==> src/mcr_pkg.sv <==
package mcr_pkg;

  localparam int ADDR_W = 8;

  // ==========================================================
  // register map (byte addresses)
  localparam logic [ADDR_W-1:0] OFS_CURRENT = 8'h00;
  localparam logic [ADDR_W-1:0] OFS_ZERO_WAIT = 8'h04;
  localparam logic [ADDR_W-1:0] OFS_DRIVER_CONFIG = 8'h08;
  localparam logic [ADDR_W-1:0] OFS_SILENT_PWM_THR = 8'h0c;
  localparam logic [ADDR_W-1:0] OFS_HIGH_VEL_THR = 8'h10;
  localparam logic [ADDR_W-1:0] OFS_LOAD_ADAPT_THR = 8'h14;
  localparam logic [ADDR_W-1:0] OFS_STATUS = 8'h18;
  localparam logic [ADDR_W-1:0] OFS_STEP_INTERVAL = 8'h1c;

  // ==========================================================
  // field positions
  localparam int POS_HOLD_SCALE = 0;
  localparam int POS_RUN_SCALE = 8;
  localparam int POS_DOWN_DELAY = 16;
  localparam int POS_UP_DELAY = 24;
  localparam int POS_RANGE = 0;
  localparam int POS_PWM_EN = 4;
  localparam int POS_ADAPT_EN = 5;
  localparam int POS_HYST_FINE = 6;
  localparam int POS_MRES = 8;
  localparam int POS_ST_SCALE = 0;
  localparam int POS_ST_STANDSTILL = 8;
  localparam int POS_ST_PWM = 9;
  localparam int POS_ST_ADAPT = 10;
  localparam int POS_ST_RAMP = 12;
  localparam int POS_ST_KFS = 16;

  // ==========================================================
  // write masks and reset values
  localparam logic [31:0] MASK_CURRENT = 32'h0f0f_1f1f;
  localparam logic [31:0] MASK_ZERO_WAIT = 32'h0000_00ff;
  localparam logic [31:0] MASK_DRIVER_CONFIG = 32'h0000_0f73;
  localparam logic [31:0] MASK_THR = 32'h000f_ffff;
  localparam logic [31:0] RST_CURRENT = 32'h0401_1f08;
  localparam logic [31:0] RST_ZERO_WAIT = 32'h0000_0014;
  localparam logic [31:0] RST_DRIVER_CONFIG = 32'h0000_0000;
  localparam logic [19:0] RST_THR = 20'h0_0000;

  // ==========================================================
  // timing
  localparam int STANDSTILL_CYCLES_DEF = 1 << 20;
  localparam int HOLD_UNIT_CYCLES_DEF = 1 << 18;
  localparam logic [26:0] UP_UNIT_CYCLES = 27'h000_0200;
  localparam logic [19:0] INTERVAL_MAX = 20'hf_ffff;
  localparam logic [3:0] MRES_MAX = 4'h8;

  // full-scale constant in quarter units: 36, 24, 11.75
  localparam logic [7:0] KFS_36 = 8'h90;
  localparam logic [7:0] KFS_24 = 8'h60;
  localparam logic [7:0] KFS_11_75 = 8'h2f;

  localparam logic [1:0] RESP_OKAY = 2'h0;
  localparam logic [1:0] RESP_SLVERR = 2'h2;

  typedef enum logic [3:0] {
    RAMP_RUN = 4'h1,
    RAMP_WAIT = 4'h2,
    RAMP_DOWN = 4'h4,
    RAMP_UP = 4'h8
  } mcr_ramp_type;

  typedef struct packed {
    logic [4:0] current_scale;
    logic standstill;
    logic silent_pwm_enable;
    logic load_adapt_enable;
    logic [7:0] full_scale_constant;
  } mcr_drive_type;

endpackage

==> src/mcr_current_ramp.sv <==
`timescale 1ns/100ps
module mcr_current_ramp #(
  parameter int STANDSTILL_CYCLES = mcr_pkg::STANDSTILL_CYCLES_DEF,
  parameter int HOLD_UNIT_CYCLES = mcr_pkg::HOLD_UNIT_CYCLES_DEF
) (
  input wire logic aclk,
  input wire logic aresetn,
  input wire logic [mcr_pkg::ADDR_W-1:0] awaddr,
  input wire logic awvalid,
  output logic awready,
  input wire logic [31:0] wdata,
  input wire logic [3:0] wstrb,
  input wire logic wvalid,
  output logic wready,
  output logic [1:0] bresp,
  output logic bvalid,
  input wire logic bready,
  input wire logic [mcr_pkg::ADDR_W-1:0] araddr,
  input wire logic arvalid,
  output logic arready,
  output logic [31:0] rdata,
  output logic [1:0] rresp,
  output logic rvalid,
  input wire logic rready,
  input wire logic step_in,
  output mcr_pkg::mcr_drive_type drive
);
  import mcr_pkg::*;

  typedef struct packed {
    logic [1:0] sync;
    logic step_d;
    logic [19:0] step_cnt;
    logic [20:0] idle_cnt;
    logic [19:0] interval;
    mcr_ramp_type ramp;
    logic [26:0] tmr;
    logic [2:0] fast;
    logic [31:0] cur;
    logic [31:0] zwait;
    logic [31:0] drv;
    logic [2:0][19:0] thr;
    logic aw_hold;
    logic w_hold;
    logic [ADDR_W-1:0] waddr;
    logic [31:0] wdat;
    logic [3:0] wstr;
    logic awready;
    logic wready;
    logic bvalid;
    logic [1:0] bresp;
    logic arready;
    logic rvalid;
    logic [31:0] rdata;
    logic [1:0] rresp;
    mcr_drive_type drive;
  } mcr_state_type;

  mcr_state_type s_r;
  mcr_state_type s_nxt;

  function automatic logic [31:0] merge(input logic [31:0] old, input logic [31:0] nw,
                                        input logic [3:0] strb, input logic [31:0] mask);
    logic [31:0] res;
    res = old;
    for (int i = 0; i < 4; i++) begin
      if (strb[i]) begin
        res[8*i +: 8] = nw[8*i +: 8];
      end
    end
    return res & mask;
  endfunction

  // ==========================================================
  // configuration fields
  logic [4:0] hold_scale;
  logic [4:0] run_scale;
  logic [3:0] down_delay;
  logic [3:0] up_delay;
  logic [3:0] mres;
  logic hyst_fine;
  logic [26:0] wait_target;
  logic [26:0] down_target;
  logic [26:0] up_target;
  logic step_edge;
  logic [2:0] fast_now;
  logic window;

  assign hold_scale = s_r.cur[POS_HOLD_SCALE +: 5];
  assign run_scale = s_r.cur[POS_RUN_SCALE +: 5];
  assign down_delay = s_r.cur[POS_DOWN_DELAY +: 4];
  assign up_delay = s_r.cur[POS_UP_DELAY +: 4];
  assign hyst_fine = s_r.drv[POS_HYST_FINE];
  assign mres = (s_r.drv[POS_MRES +: 4] > MRES_MAX) ? MRES_MAX : s_r.drv[POS_MRES +: 4];
  // the products fit: 255 x 2^18 and 15 x 2^18 stay below 2^27
  assign wait_target = 27'(s_r.zwait[7:0]) * 27'(HOLD_UNIT_CYCLES);
  assign down_target = 27'(down_delay) * 27'(HOLD_UNIT_CYCLES);
  assign up_target = 27'(up_delay) * UP_UNIT_CYCLES;
  // only the second synchroniser stage and its delayed copy feed the edge detector
  assign step_edge = s_r.sync[1] & ~s_r.step_d;

  // ==========================================================
  // threshold comparators with hysteresis
  genvar g;
  generate
    for (g = 0; g < 3; g++) begin : g_thr
      logic [20:0] thr_eff;
      logic [20:0] thr_lo;
      // the load-adapt window is inclusive of its threshold, the others are not
      assign thr_eff = {1'b0, s_r.thr[g]} + ((g == 2) ? 21'h00_0001 : 21'h00_0000);
      assign thr_lo = thr_eff - (hyst_fine ? (thr_eff >> 5) : (thr_eff >> 4));
      always_comb begin
        if (s_r.fast[g]) begin
          fast_now[g] = ({1'b0, s_r.interval} < thr_eff);
        end else begin
          fast_now[g] = ({1'b0, s_r.interval} < thr_lo);
        end
      end
    end
  endgenerate

  assign window = s_r.fast[2] & ~s_r.fast[1];

  // ==========================================================
  // next state
  always_comb begin
    logic wr_go;
    logic [31:0] rd;
    logic rd_ok;
    logic standstill;
    wr_go = 1'b0;
    rd = 32'h0000_0000;
    rd_ok = 1'b1;
    standstill = 1'b0;
    s_nxt = s_r;

    // step input and interval measurement
    s_nxt.sync = {s_r.sync[0], step_in};
    s_nxt.step_d = s_r.sync[1];
    if (step_edge) begin
      // the edge cycle itself is the first clock of the new gap
      s_nxt.step_cnt = 20'h0_0001;
      s_nxt.idle_cnt = 21'h00_0000;
      if (s_r.step_cnt == INTERVAL_MAX) begin
        s_nxt.interval = INTERVAL_MAX;
      end else begin
        s_nxt.interval = s_r.step_cnt >> mres;
      end
    end else begin
      if (s_r.step_cnt != INTERVAL_MAX) begin
        s_nxt.step_cnt = s_r.step_cnt + 20'h0_0001;
      end else begin
        s_nxt.interval = INTERVAL_MAX;
      end
      if (s_r.idle_cnt != 21'(STANDSTILL_CYCLES)) begin
        s_nxt.idle_cnt = s_r.idle_cnt + 21'h00_0001;
      end
    end
    standstill = (s_r.idle_cnt == 21'(STANDSTILL_CYCLES));
    if (standstill) begin
      s_nxt.interval = INTERVAL_MAX;
    end
    s_nxt.fast = fast_now;

    // current ramp
    s_nxt.tmr = s_r.tmr + 27'h000_0001;
    unique case (s_r.ramp)
      RAMP_RUN: begin
        s_nxt.drive.current_scale = run_scale;
        if (standstill) begin
          s_nxt.ramp = RAMP_WAIT;
          s_nxt.tmr = 27'h000_0000;
        end
      end
      RAMP_WAIT: begin
        if (!standstill) begin
          s_nxt.ramp = RAMP_UP;
          s_nxt.tmr = 27'h000_0000;
        end else if (s_r.tmr >= wait_target) begin
          s_nxt.ramp = RAMP_DOWN;
          s_nxt.tmr = 27'h000_0000;
        end
      end
      RAMP_DOWN: begin
        if (!standstill) begin
          s_nxt.ramp = RAMP_UP;
          s_nxt.tmr = 27'h000_0000;
        end else if (s_r.drive.current_scale <= hold_scale || down_delay == 4'h0) begin
          s_nxt.drive.current_scale = hold_scale;
          s_nxt.tmr = 27'h000_0000;
        end else if (s_r.tmr + 27'h000_0001 >= down_target) begin
          s_nxt.drive.current_scale = s_r.drive.current_scale - 5'h01;
          s_nxt.tmr = 27'h000_0000;
        end
      end
      RAMP_UP: begin
        if (standstill) begin
          s_nxt.ramp = RAMP_WAIT;
          s_nxt.tmr = 27'h000_0000;
        end else if (s_r.drive.current_scale >= run_scale || up_delay == 4'h0) begin
          s_nxt.drive.current_scale = run_scale;
          s_nxt.ramp = RAMP_RUN;
        end else if (s_r.tmr + 27'h000_0001 >= up_target) begin
          s_nxt.drive.current_scale = s_r.drive.current_scale + 5'h01;
          s_nxt.tmr = 27'h000_0000;
        end
      end
    endcase

    // mode outputs
    s_nxt.drive.standstill = standstill;
    s_nxt.drive.load_adapt_enable = s_r.drv[POS_ADAPT_EN] & window;
    s_nxt.drive.silent_pwm_enable = s_r.drv[POS_PWM_EN] & ~s_r.fast[0] & ~window;
    unique case (s_r.drv[POS_RANGE +: 2])
      2'b11, 2'b10: s_nxt.drive.full_scale_constant = KFS_36;
      2'b01: s_nxt.drive.full_scale_constant = KFS_24;
      2'b00: s_nxt.drive.full_scale_constant = KFS_11_75;
    endcase

    // write channel: address and data taken in either order
    if (awvalid && s_r.awready) begin
      s_nxt.aw_hold = 1'b1;
      s_nxt.awready = 1'b0;
      s_nxt.waddr = awaddr;
    end
    if (wvalid && s_r.wready) begin
      s_nxt.w_hold = 1'b1;
      s_nxt.wready = 1'b0;
      s_nxt.wdat = wdata;
      s_nxt.wstr = wstrb;
    end
    wr_go = s_r.aw_hold & s_r.w_hold & ~s_r.bvalid;
    if (wr_go) begin
      s_nxt.aw_hold = 1'b0;
      s_nxt.w_hold = 1'b0;
      s_nxt.bvalid = 1'b1;
      s_nxt.bresp = RESP_OKAY;
      case (s_r.waddr)
        OFS_CURRENT: s_nxt.cur = merge(s_r.cur, s_r.wdat, s_r.wstr, MASK_CURRENT);
        OFS_ZERO_WAIT: s_nxt.zwait = merge(s_r.zwait, s_r.wdat, s_r.wstr, MASK_ZERO_WAIT);
        OFS_DRIVER_CONFIG: begin
          s_nxt.drv = merge(s_r.drv, s_r.wdat, s_r.wstr, MASK_DRIVER_CONFIG);
        end
        OFS_SILENT_PWM_THR: begin
          s_nxt.thr[0] = 20'(merge({12'h000, s_r.thr[0]}, s_r.wdat, s_r.wstr, MASK_THR));
        end
        OFS_HIGH_VEL_THR: begin
          s_nxt.thr[1] = 20'(merge({12'h000, s_r.thr[1]}, s_r.wdat, s_r.wstr, MASK_THR));
        end
        OFS_LOAD_ADAPT_THR: begin
          s_nxt.thr[2] = 20'(merge({12'h000, s_r.thr[2]}, s_r.wdat, s_r.wstr, MASK_THR));
        end
        OFS_STATUS, OFS_STEP_INTERVAL: s_nxt.bresp = RESP_OKAY;
        default: s_nxt.bresp = RESP_SLVERR;
      endcase
    end
    if (s_r.bvalid && bready) begin
      s_nxt.bvalid = 1'b0;
      s_nxt.awready = 1'b1;
      s_nxt.wready = 1'b1;
    end

    // read channel
    case (araddr)
      OFS_CURRENT: rd = s_r.cur;
      OFS_ZERO_WAIT: rd = s_r.zwait;
      OFS_DRIVER_CONFIG: rd = s_r.drv;
      OFS_SILENT_PWM_THR: rd = {12'h000, s_r.thr[0]};
      OFS_HIGH_VEL_THR: rd = {12'h000, s_r.thr[1]};
      OFS_LOAD_ADAPT_THR: rd = {12'h000, s_r.thr[2]};
      OFS_STATUS: begin
        rd[POS_ST_SCALE +: 5] = s_r.drive.current_scale;
        rd[POS_ST_STANDSTILL] = s_r.drive.standstill;
        rd[POS_ST_PWM] = s_r.drive.silent_pwm_enable;
        rd[POS_ST_ADAPT] = s_r.drive.load_adapt_enable;
        rd[POS_ST_RAMP +: 4] = s_r.ramp;
        rd[POS_ST_KFS +: 8] = s_r.drive.full_scale_constant;
      end
      OFS_STEP_INTERVAL: rd = {12'h000, s_r.interval};
      default: rd_ok = 1'b0;
    endcase
    if (arvalid && s_r.arready) begin
      s_nxt.arready = 1'b0;
      s_nxt.rvalid = 1'b1;
      s_nxt.rdata = rd;
      s_nxt.rresp = rd_ok ? RESP_OKAY : RESP_SLVERR;
    end
    if (s_r.rvalid && rready) begin
      s_nxt.rvalid = 1'b0;
      s_nxt.arready = 1'b1;
    end
  end

  // ==========================================================
  // state register
  always_ff @(posedge aclk) begin
    if (!aresetn) begin
      s_r <= '0;
      s_r.ramp <= RAMP_RUN;
      s_r.cur <= RST_CURRENT;
      s_r.zwait <= RST_ZERO_WAIT;
      s_r.drv <= RST_DRIVER_CONFIG;
      s_r.thr <= {RST_THR, RST_THR, RST_THR};
      s_r.interval <= INTERVAL_MAX;
      s_r.step_cnt <= INTERVAL_MAX;
      s_r.drive.current_scale <= RST_CURRENT[POS_RUN_SCALE +: 5];
      s_r.drive.full_scale_constant <= KFS_11_75;
      s_r.awready <= 1'b1;
      s_r.wready <= 1'b1;
      s_r.arready <= 1'b1;
    end else begin
      s_r <= s_nxt;
    end
  end

  assign awready = s_r.awready;
  assign wready = s_r.wready;
  assign bvalid = s_r.bvalid;
  assign bresp = s_r.bresp;
  assign arready = s_r.arready;
  assign rvalid = s_r.rvalid;
  assign rdata = s_r.rdata;
  assign rresp = s_r.rresp;
  assign drive = s_r.drive;

endmodule

==> config.mk <==
export PLATFORM = sky130hd
export DESIGN_NAME = mcr_current_ramp
export DESIGN_NICKNAME = d
export VERILOG_FILES = /design/src/mcr_pkg.sv /design/src/mcr_current_ramp.sv
export SDC_FILE = /design/constraint.sdc
export NUM_CORES = 1
export LEC_CHECK = 0
export ABC_AREA = 1
export BUFFER_PORTS_ARGS = -buffer_cell sky130_fd_sc_hd__buf_2
export CORE_AREA = 2 2 215 217
export CTS_CLUSTER_SIZE = 10
export DETAILED_ROUTE_END_ITERATION = 10
export DIE_AREA = 0 0 217 219
export SLEW_MARGIN = 25
export SYNTH_ARGS = -nofsm -noshare
export SYNTH_HDL_FRONTEND = slang
export SYNTH_SLANG_ARGS = --single-unit
==> constraint.sdc <==
create_clock -name aclk -period 9.93 [get_ports aclk]
set_clock_uncertainty 0.15 [all_clocks]
set_input_delay 0.4965 -clock aclk [delete_from_list [all_inputs] [get_ports aclk]]
set_output_delay 0.4965 -clock aclk [all_outputs]
set_load 0.05 [all_outputs]
==> impl_results.md, run 1 <==
* Clk pin slew, worst setup/hold paths at 0.06 ns
* Number of port buffers at 102
* Initial antenna violation count at 2
* Cell Area, Synth at 21,000 um2
* WL met1 at 32,500 um
* Vias per Instance at 5.70
* Maximum VDD drop at 0.113 mV
* Area of the multi-input gates at 13,200 um2
* Maxcap violations at 0
* Power after layout at 0.00311 W
* Sw Ratio at 33.3%
* Largest net degree at the start of global routing at 118
* Syn Inst Count at 3,170
* GPL Wtd Cong at 0.966
* Placed Area at 21,600 um2
* Initial Util at 46.5%
* Crit path max fanout at 6
* Headroom to the max-slew limit at 33.0%
* Via count at 21,659
* H-tree depth reported by CTS at 2
* Clock Root Buffer: clkbuf_16
* Delay-heaviest family, CP: compound AO/OA/AOI/OAI gates
* Fin. Hold Viols at 0
* Min Tclk post-route at 4.95 ns
* Synthesis Warnings at 0
* Cell mode on critical path: nand2_1
* Met3 WL at 5270 um
* Setup slack after layout at 4.98 ns
* Clock Sinks at 277
* Total gr overflow at 0
* Setup TNS at 0 ns
* Top Metal Used: met4
* CTS max path bufs at 3
* Layout cells sized above 1 at 7.84%
* Worst path arrival time at 5.28 ns
* Max Slew Vio Count at 0
* Dpl ws at 5.10 ns
* Worst-Skew Late Latency at 0.55 ns
* Final worst-path cycle share at 49.9%
* Core box area at 45,100 um2
* Most frequent cells in the layout: nand2_1 (652), inv_1 (380), o21ai_0 (322)
* DRT Pass-1 Iters at 6
* Yosys cell types at 63
* Max Freq at 202 MHz
* Register area at 5550 um2
* RSZ-0062 raised after global routing: false
* Pint at 0.00208 W
* Seq/Total Area, Yosys at 26.4%
* Synth Register Bits at 277
* CP Class: register to register
* Worst Path Buf+Inv at 1
* # hold bufs at CTS at 1
* Die X at 217 um
* Iter 0 DRT Violations at 1,820
* CTS tree: yes
* I/O pins at 117
* All-Layer GR Usage at 30.2%
* Synth async-reset ratio at 0%
* Post-synth EDFFs at 0
* Filler cells at 4,600
* # Post-CTS Setup Buffers at 0
* Syn_area_per_cell at 6.62 um2
* Commonest non-fill, non-tap cell in the layout: nand2_1
* Num rows at 78
* Leak Pwr at 10.1 nW
* TritonCTS Buffers at 36
* CP max stage cell: fa_1
* Register share of total power at 40.6%
* CTS-repair resized insts at 0
* P&R area growth vs syn at 8.05%
* Met2 wire length at 32,600 um
* Worst hold path class: input port to register
* Detail Route Antenna Nets at 0
* DPL Wire Length at 55,800 um
* CP max stage delay at 0.52 ns
* NetSw at 0.00104 W
* Combinational fraction of design power at 20.2%
* Pwr/cell area at 137 nW/um2
* WHS at 0.0451 ns
* DRC viols at 0
* Routed len/inst at 19.3 um
* Die Height at 219 um
* First-pass GRT wire length at 112,000 um
* Crit path required time at 10.26 ns
* Synth Flop Type: dfxtp_1
* Startpoint Class: register
* Drt total wl at 73,500 um
* Setup violations, final at 0
* Worst-Margin Slew at 1.00 ns
* Vias in the first global route at 20,137
* Finished Cell Area at 22,700 um2
* Status: complete, no violations
* Crit end category: register
* Die area at 47,500 um2
* Nets at 3,449
* Clk pwr share at 39.2%
## per-layer routing
metal,GRT usage [%],up-vias
li1,-,10657
met1,40.3,10052
met2,48.9,799
met3,4.20,151
met4,12.7,0
met5,0,-
## cell usage after synthesis (all sizes together) (39+ instances only)
library cell  count  share of area (%)
nand3           155                3.8
a21oi           313                7.8
nor3             65                1.7
xor2             39                1.6
clkbuf           79                1.4
inv             390                7.0
o21ai           328                7.8
nand4            68                2.1
nor2            296                5.6
buf              64                2.3
dfxtp           277                 26
nand2           671                 12
ha              199                 12
## sequential cells by signal, indices dropped and copies added, names as in the netlist
register	count
bresp	1
hold_scale	5
hyst_fine	1
arready	1
s_nxt	2
wready	1
rresp	1
rdata	27
awready	1
run_scale	5
rvalid	1
drive	12
down_delay	4
s_r	214
bvalid	1
## cells by family (layout without fill, tap and decap cells)
logic type / count (synthesis) / count (layout) / synth area share [%]
flops: 277 / 277 / 26.4
xor+xnor: 66 / 66 / 2.76
fa+ha+maj: 202 / 202 / 12.2
compound gates: 797 / 797 / 21.3
simple gates: 1285 / 1285 / 26.4
mux: 3 / 3 / 0.143
other cells: 1 / 7 / 0.0179
buf+inv: 539 / 566 / 10.8
## layout make-up
class	instances	area share (%)
inverter	396	6.56
tap	600	3.31
timing repair buffer	117	2.79
clock buffer	46	4.27
multi-input combinational	2359	58.2
antenna	1	0.0110
sequential	277	24.5
clock inverter	7	0.353
## stage by stage
step	cells	utilization [%]
2_1_floorplan	3175	-
3_3_place_gp	3748	47.9
3_5_place_dp	3748	47.9
4_1_cts	3802	50.2
5_1_grt	3803	50.3
6_report	3803	50.3
## power groups by stage
stage	Combinational [W]	Clock, W	Sequential (W)
CTS	0.000620	0.00124	0.00126
detailed placement	0.000617	0	0.00128
floorplan	0.000483	0	0.00124
finish	0.000628	0.00122	0.00126
global placement	0.000598	0	0.00128
global route	0.000700	0.00128	0.00127
## final timing paths
path / slack (ns) / cells after the start / from / end
hold / removal: 0.05 / 3 / awaddr[1] / s_r[94]
setup / recovery: 4.98 / 26 / s_r[143] / s_r[261]
hold reg to reg: 0.27 / 2 / s_nxt[356] / s_nxt[354]
setup reg to reg: 4.98 / 26 / s_r[143] / s_r[261]
## worst min-delay path, stage by stage
cell and delay (ns):
buf_2 0.07, o21ai_0 0.07, nor2_1 0.08
No activity file was read; power rests on OpenSTA's default activity.
==> run 2: changes to the inputs <==
PLACE_DENSITY = 0.66   (was default)
clock period = 4.2 ns   (was 9.93 ns; I/O delays follow)
==> impl_results.md, run 2 (synthesis results as in run 1) <==
* Status: complete, no violations
* I/O pins at 117
* Via count at 22,302
* CP max stage cell: dfxtp_4
* DRT Pass-1 Iters at 6
* Number of port buffers at 102
* Num rows at 78
* TritonCTS Buffers at 36
* Largest register FFs at 214
* DRC viols at 0
* Routed len/inst at 19.5 um
* Die area at 47,500 um2
* H-tree depth reported by CTS at 2
* GPL Wtd Cong at 0.991
* CTS tree: yes
* Power after layout at 0.00751 W
* Inst Count DP at 3,808
* Die X at 217 um
* Final worst-path cycle share at 94.6%
* Clock Sinks at 277
* Clock Root Buffer: clkbuf_16
* Drt total wl at 76,300 um
* Crit path required time at 4.54 ns
* Worst-Skew Late Latency at 0.55 ns
* Filler cells at 4,432
* Initial Util at 46.5%
* Detail Route Antenna Nets at 0
* Startpoint Class: register
* Dpl ws at -0.154 ns
* All-Layer GR Usage at 31.5%
* Worst-Margin Slew at 0.928 ns
* Worst hold path class: input port to register
* Largest net degree at the start of global routing at 167
* Initial antenna violation count at 1
* Leak Pwr at 10.7 nW
* WHS at 0.0686 ns
* Crit path max fanout at 4
* Setup slack after layout at 0.227 ns
* Largest register by flop count: s_r
* DPL Wire Length at 57,700 um
* Min Tclk post-route at 3.97 ns
* Pwr/cell area at 312 nW/um2
* Clk pin slew, worst setup/hold paths at 0.06 ns
* Worst path arrival time at 4.32 ns
* Crit end category: register
* Fin. Hold Viols at 0
* Layout cells sized above 1 at 12.2%
* Cell mode on critical path: nand2_2
* Max Freq at 252 MHz
* Commonest non-fill, non-tap cell in the layout: nand2_1
* Max Slew Vio Count at 0
* Nets at 3,562
* First-pass GRT wire length at 117,000 um
* Setup violations, final at 0
* Die Height at 219 um
* Vias per Instance at 5.70
* Vias in the first global route at 20,827
* CP Class: register to register
* Maximum VDD drop at 0.324 mV
* Iter 0 DRT Violations at 1,993
* CTS max path bufs at 3
* Core box area at 45,100 um2
* CP max stage delay at 0.37 ns
* Maxcap violations at 0
* P&R area growth vs syn at 14.7%
* Total gr overflow at 0
* Non-Filler Instances at 3,916
* Most frequent cells in the layout: nand2_1 (631), inv_1 (376), o21ai_0 (305)
* Headroom to the max-slew limit at 37.4%
* RSZ-0062 raised after global routing: true
==> run 2: changes by cell type in the layout (fill, tap and decap cells not counted), moves of 6 or more <==
cell | previous run | this run
a21oi_1 | 293 | 280
a21oi_2 | 20 | 32
buf_4 | 14 | 84
dfxtp_1 | 276 | 268
dlygate4sd3_1 | 1 | 42
nand2_1 | 652 | 631
nand2_2 | 16 | 36
nand3_1 | 150 | 144
nor2_1 | 279 | 273
nor2_4 | 7 | 13
o21ai_0 | 322 | 305
o21ai_1 | 6 | 18
==> run 2: stage by stage <==
stage | instance area (um2) | util, % | setup TNS, ns
2_1_floorplan | 21000 | - | 0
3_3_place_gp | 22100 | 48.9 | -0.0356
3_5_place_dp | 22100 | 48.9 | -0.154
4_1_cts | 23600 | 52.4 | 0
5_1_grt | 24100 | 53.4 | -0.0847
6_report | 24100 | 53.4 | 0
==> run 2: worst paths after layout <==
kind	cells after the start	slack, ns	end	from
setup / recovery	30	0.23	s_r[261]	s_r[144]
hold / removal	5	0.07	wready	wvalid
setup reg to reg	30	0.23	s_r[261]	s_r[144]
hold reg to reg	2	0.27	s_nxt[354]	s_nxt[356]
==> run 2: layout make-up <==
type	instances	area, um2	share of cell area, %
Multi-Input combinational cell	2359	13500	56.3
Clock buffer	47	1010	4.21
Tap cell	600	751	3.12
Clock inverter	6	91.3	0.380
Timing Repair Buffer	230	1600	6.66
Inverter	396	1490	6.18
Antenna cell	1	2.50	0.0104
Sequential cell	277	5570	23.1
==> run 2: where the power goes <==
| group | switching, W | internal (W) | leakage, nW |
|---|---|---|---|
| clock | 0.00124 | 0.00175 | 0.538 |
| sequential | 0.000251 | 0.00275 | 2.26 |
| combinational | 0.00101 | 0.000511 | 7.95 |
| total | 0.00249 | 0.00501 | 10.7 |
==> run 2: what timing repair did <==
action / CTS / global route
pin swaps: 0 / 39
setup endpoints to repair: 2 / 3
gates resized for setup: 6 / 113
hold buffers: 42 / 0
setup buffers: 0 / 12
endpoints found under the hold margin: 83 / 0
cloned: 0 / 0
==> run 2: critical path, delay by kind of cell, from the launching register on <==
kind / cells / cell delay, ns
XOR/XNOR: 1 / 0.23
adder cells (fa/ha/maj): 2 / 0.45
AND/OR/NAND/NOR: 15 / 1.24
buffers and inverters: 5 / 0.57
flip-flops: 1 / 0.37
AO/OA/AOI/OAI: 7 / 0.90
==> run 2: layer usage <==
metal | wire length (um) | up-vias | global-route usage (%)
li1 | - | 10905 | -
met2 | 33800 | 922 | 50.2
met4 | 3440 | 0 | 14.2
met1 | 32800 | 10296 | 41.9
met5 | 0 | - | 0
met3 | 6230 | 179 | 4.93
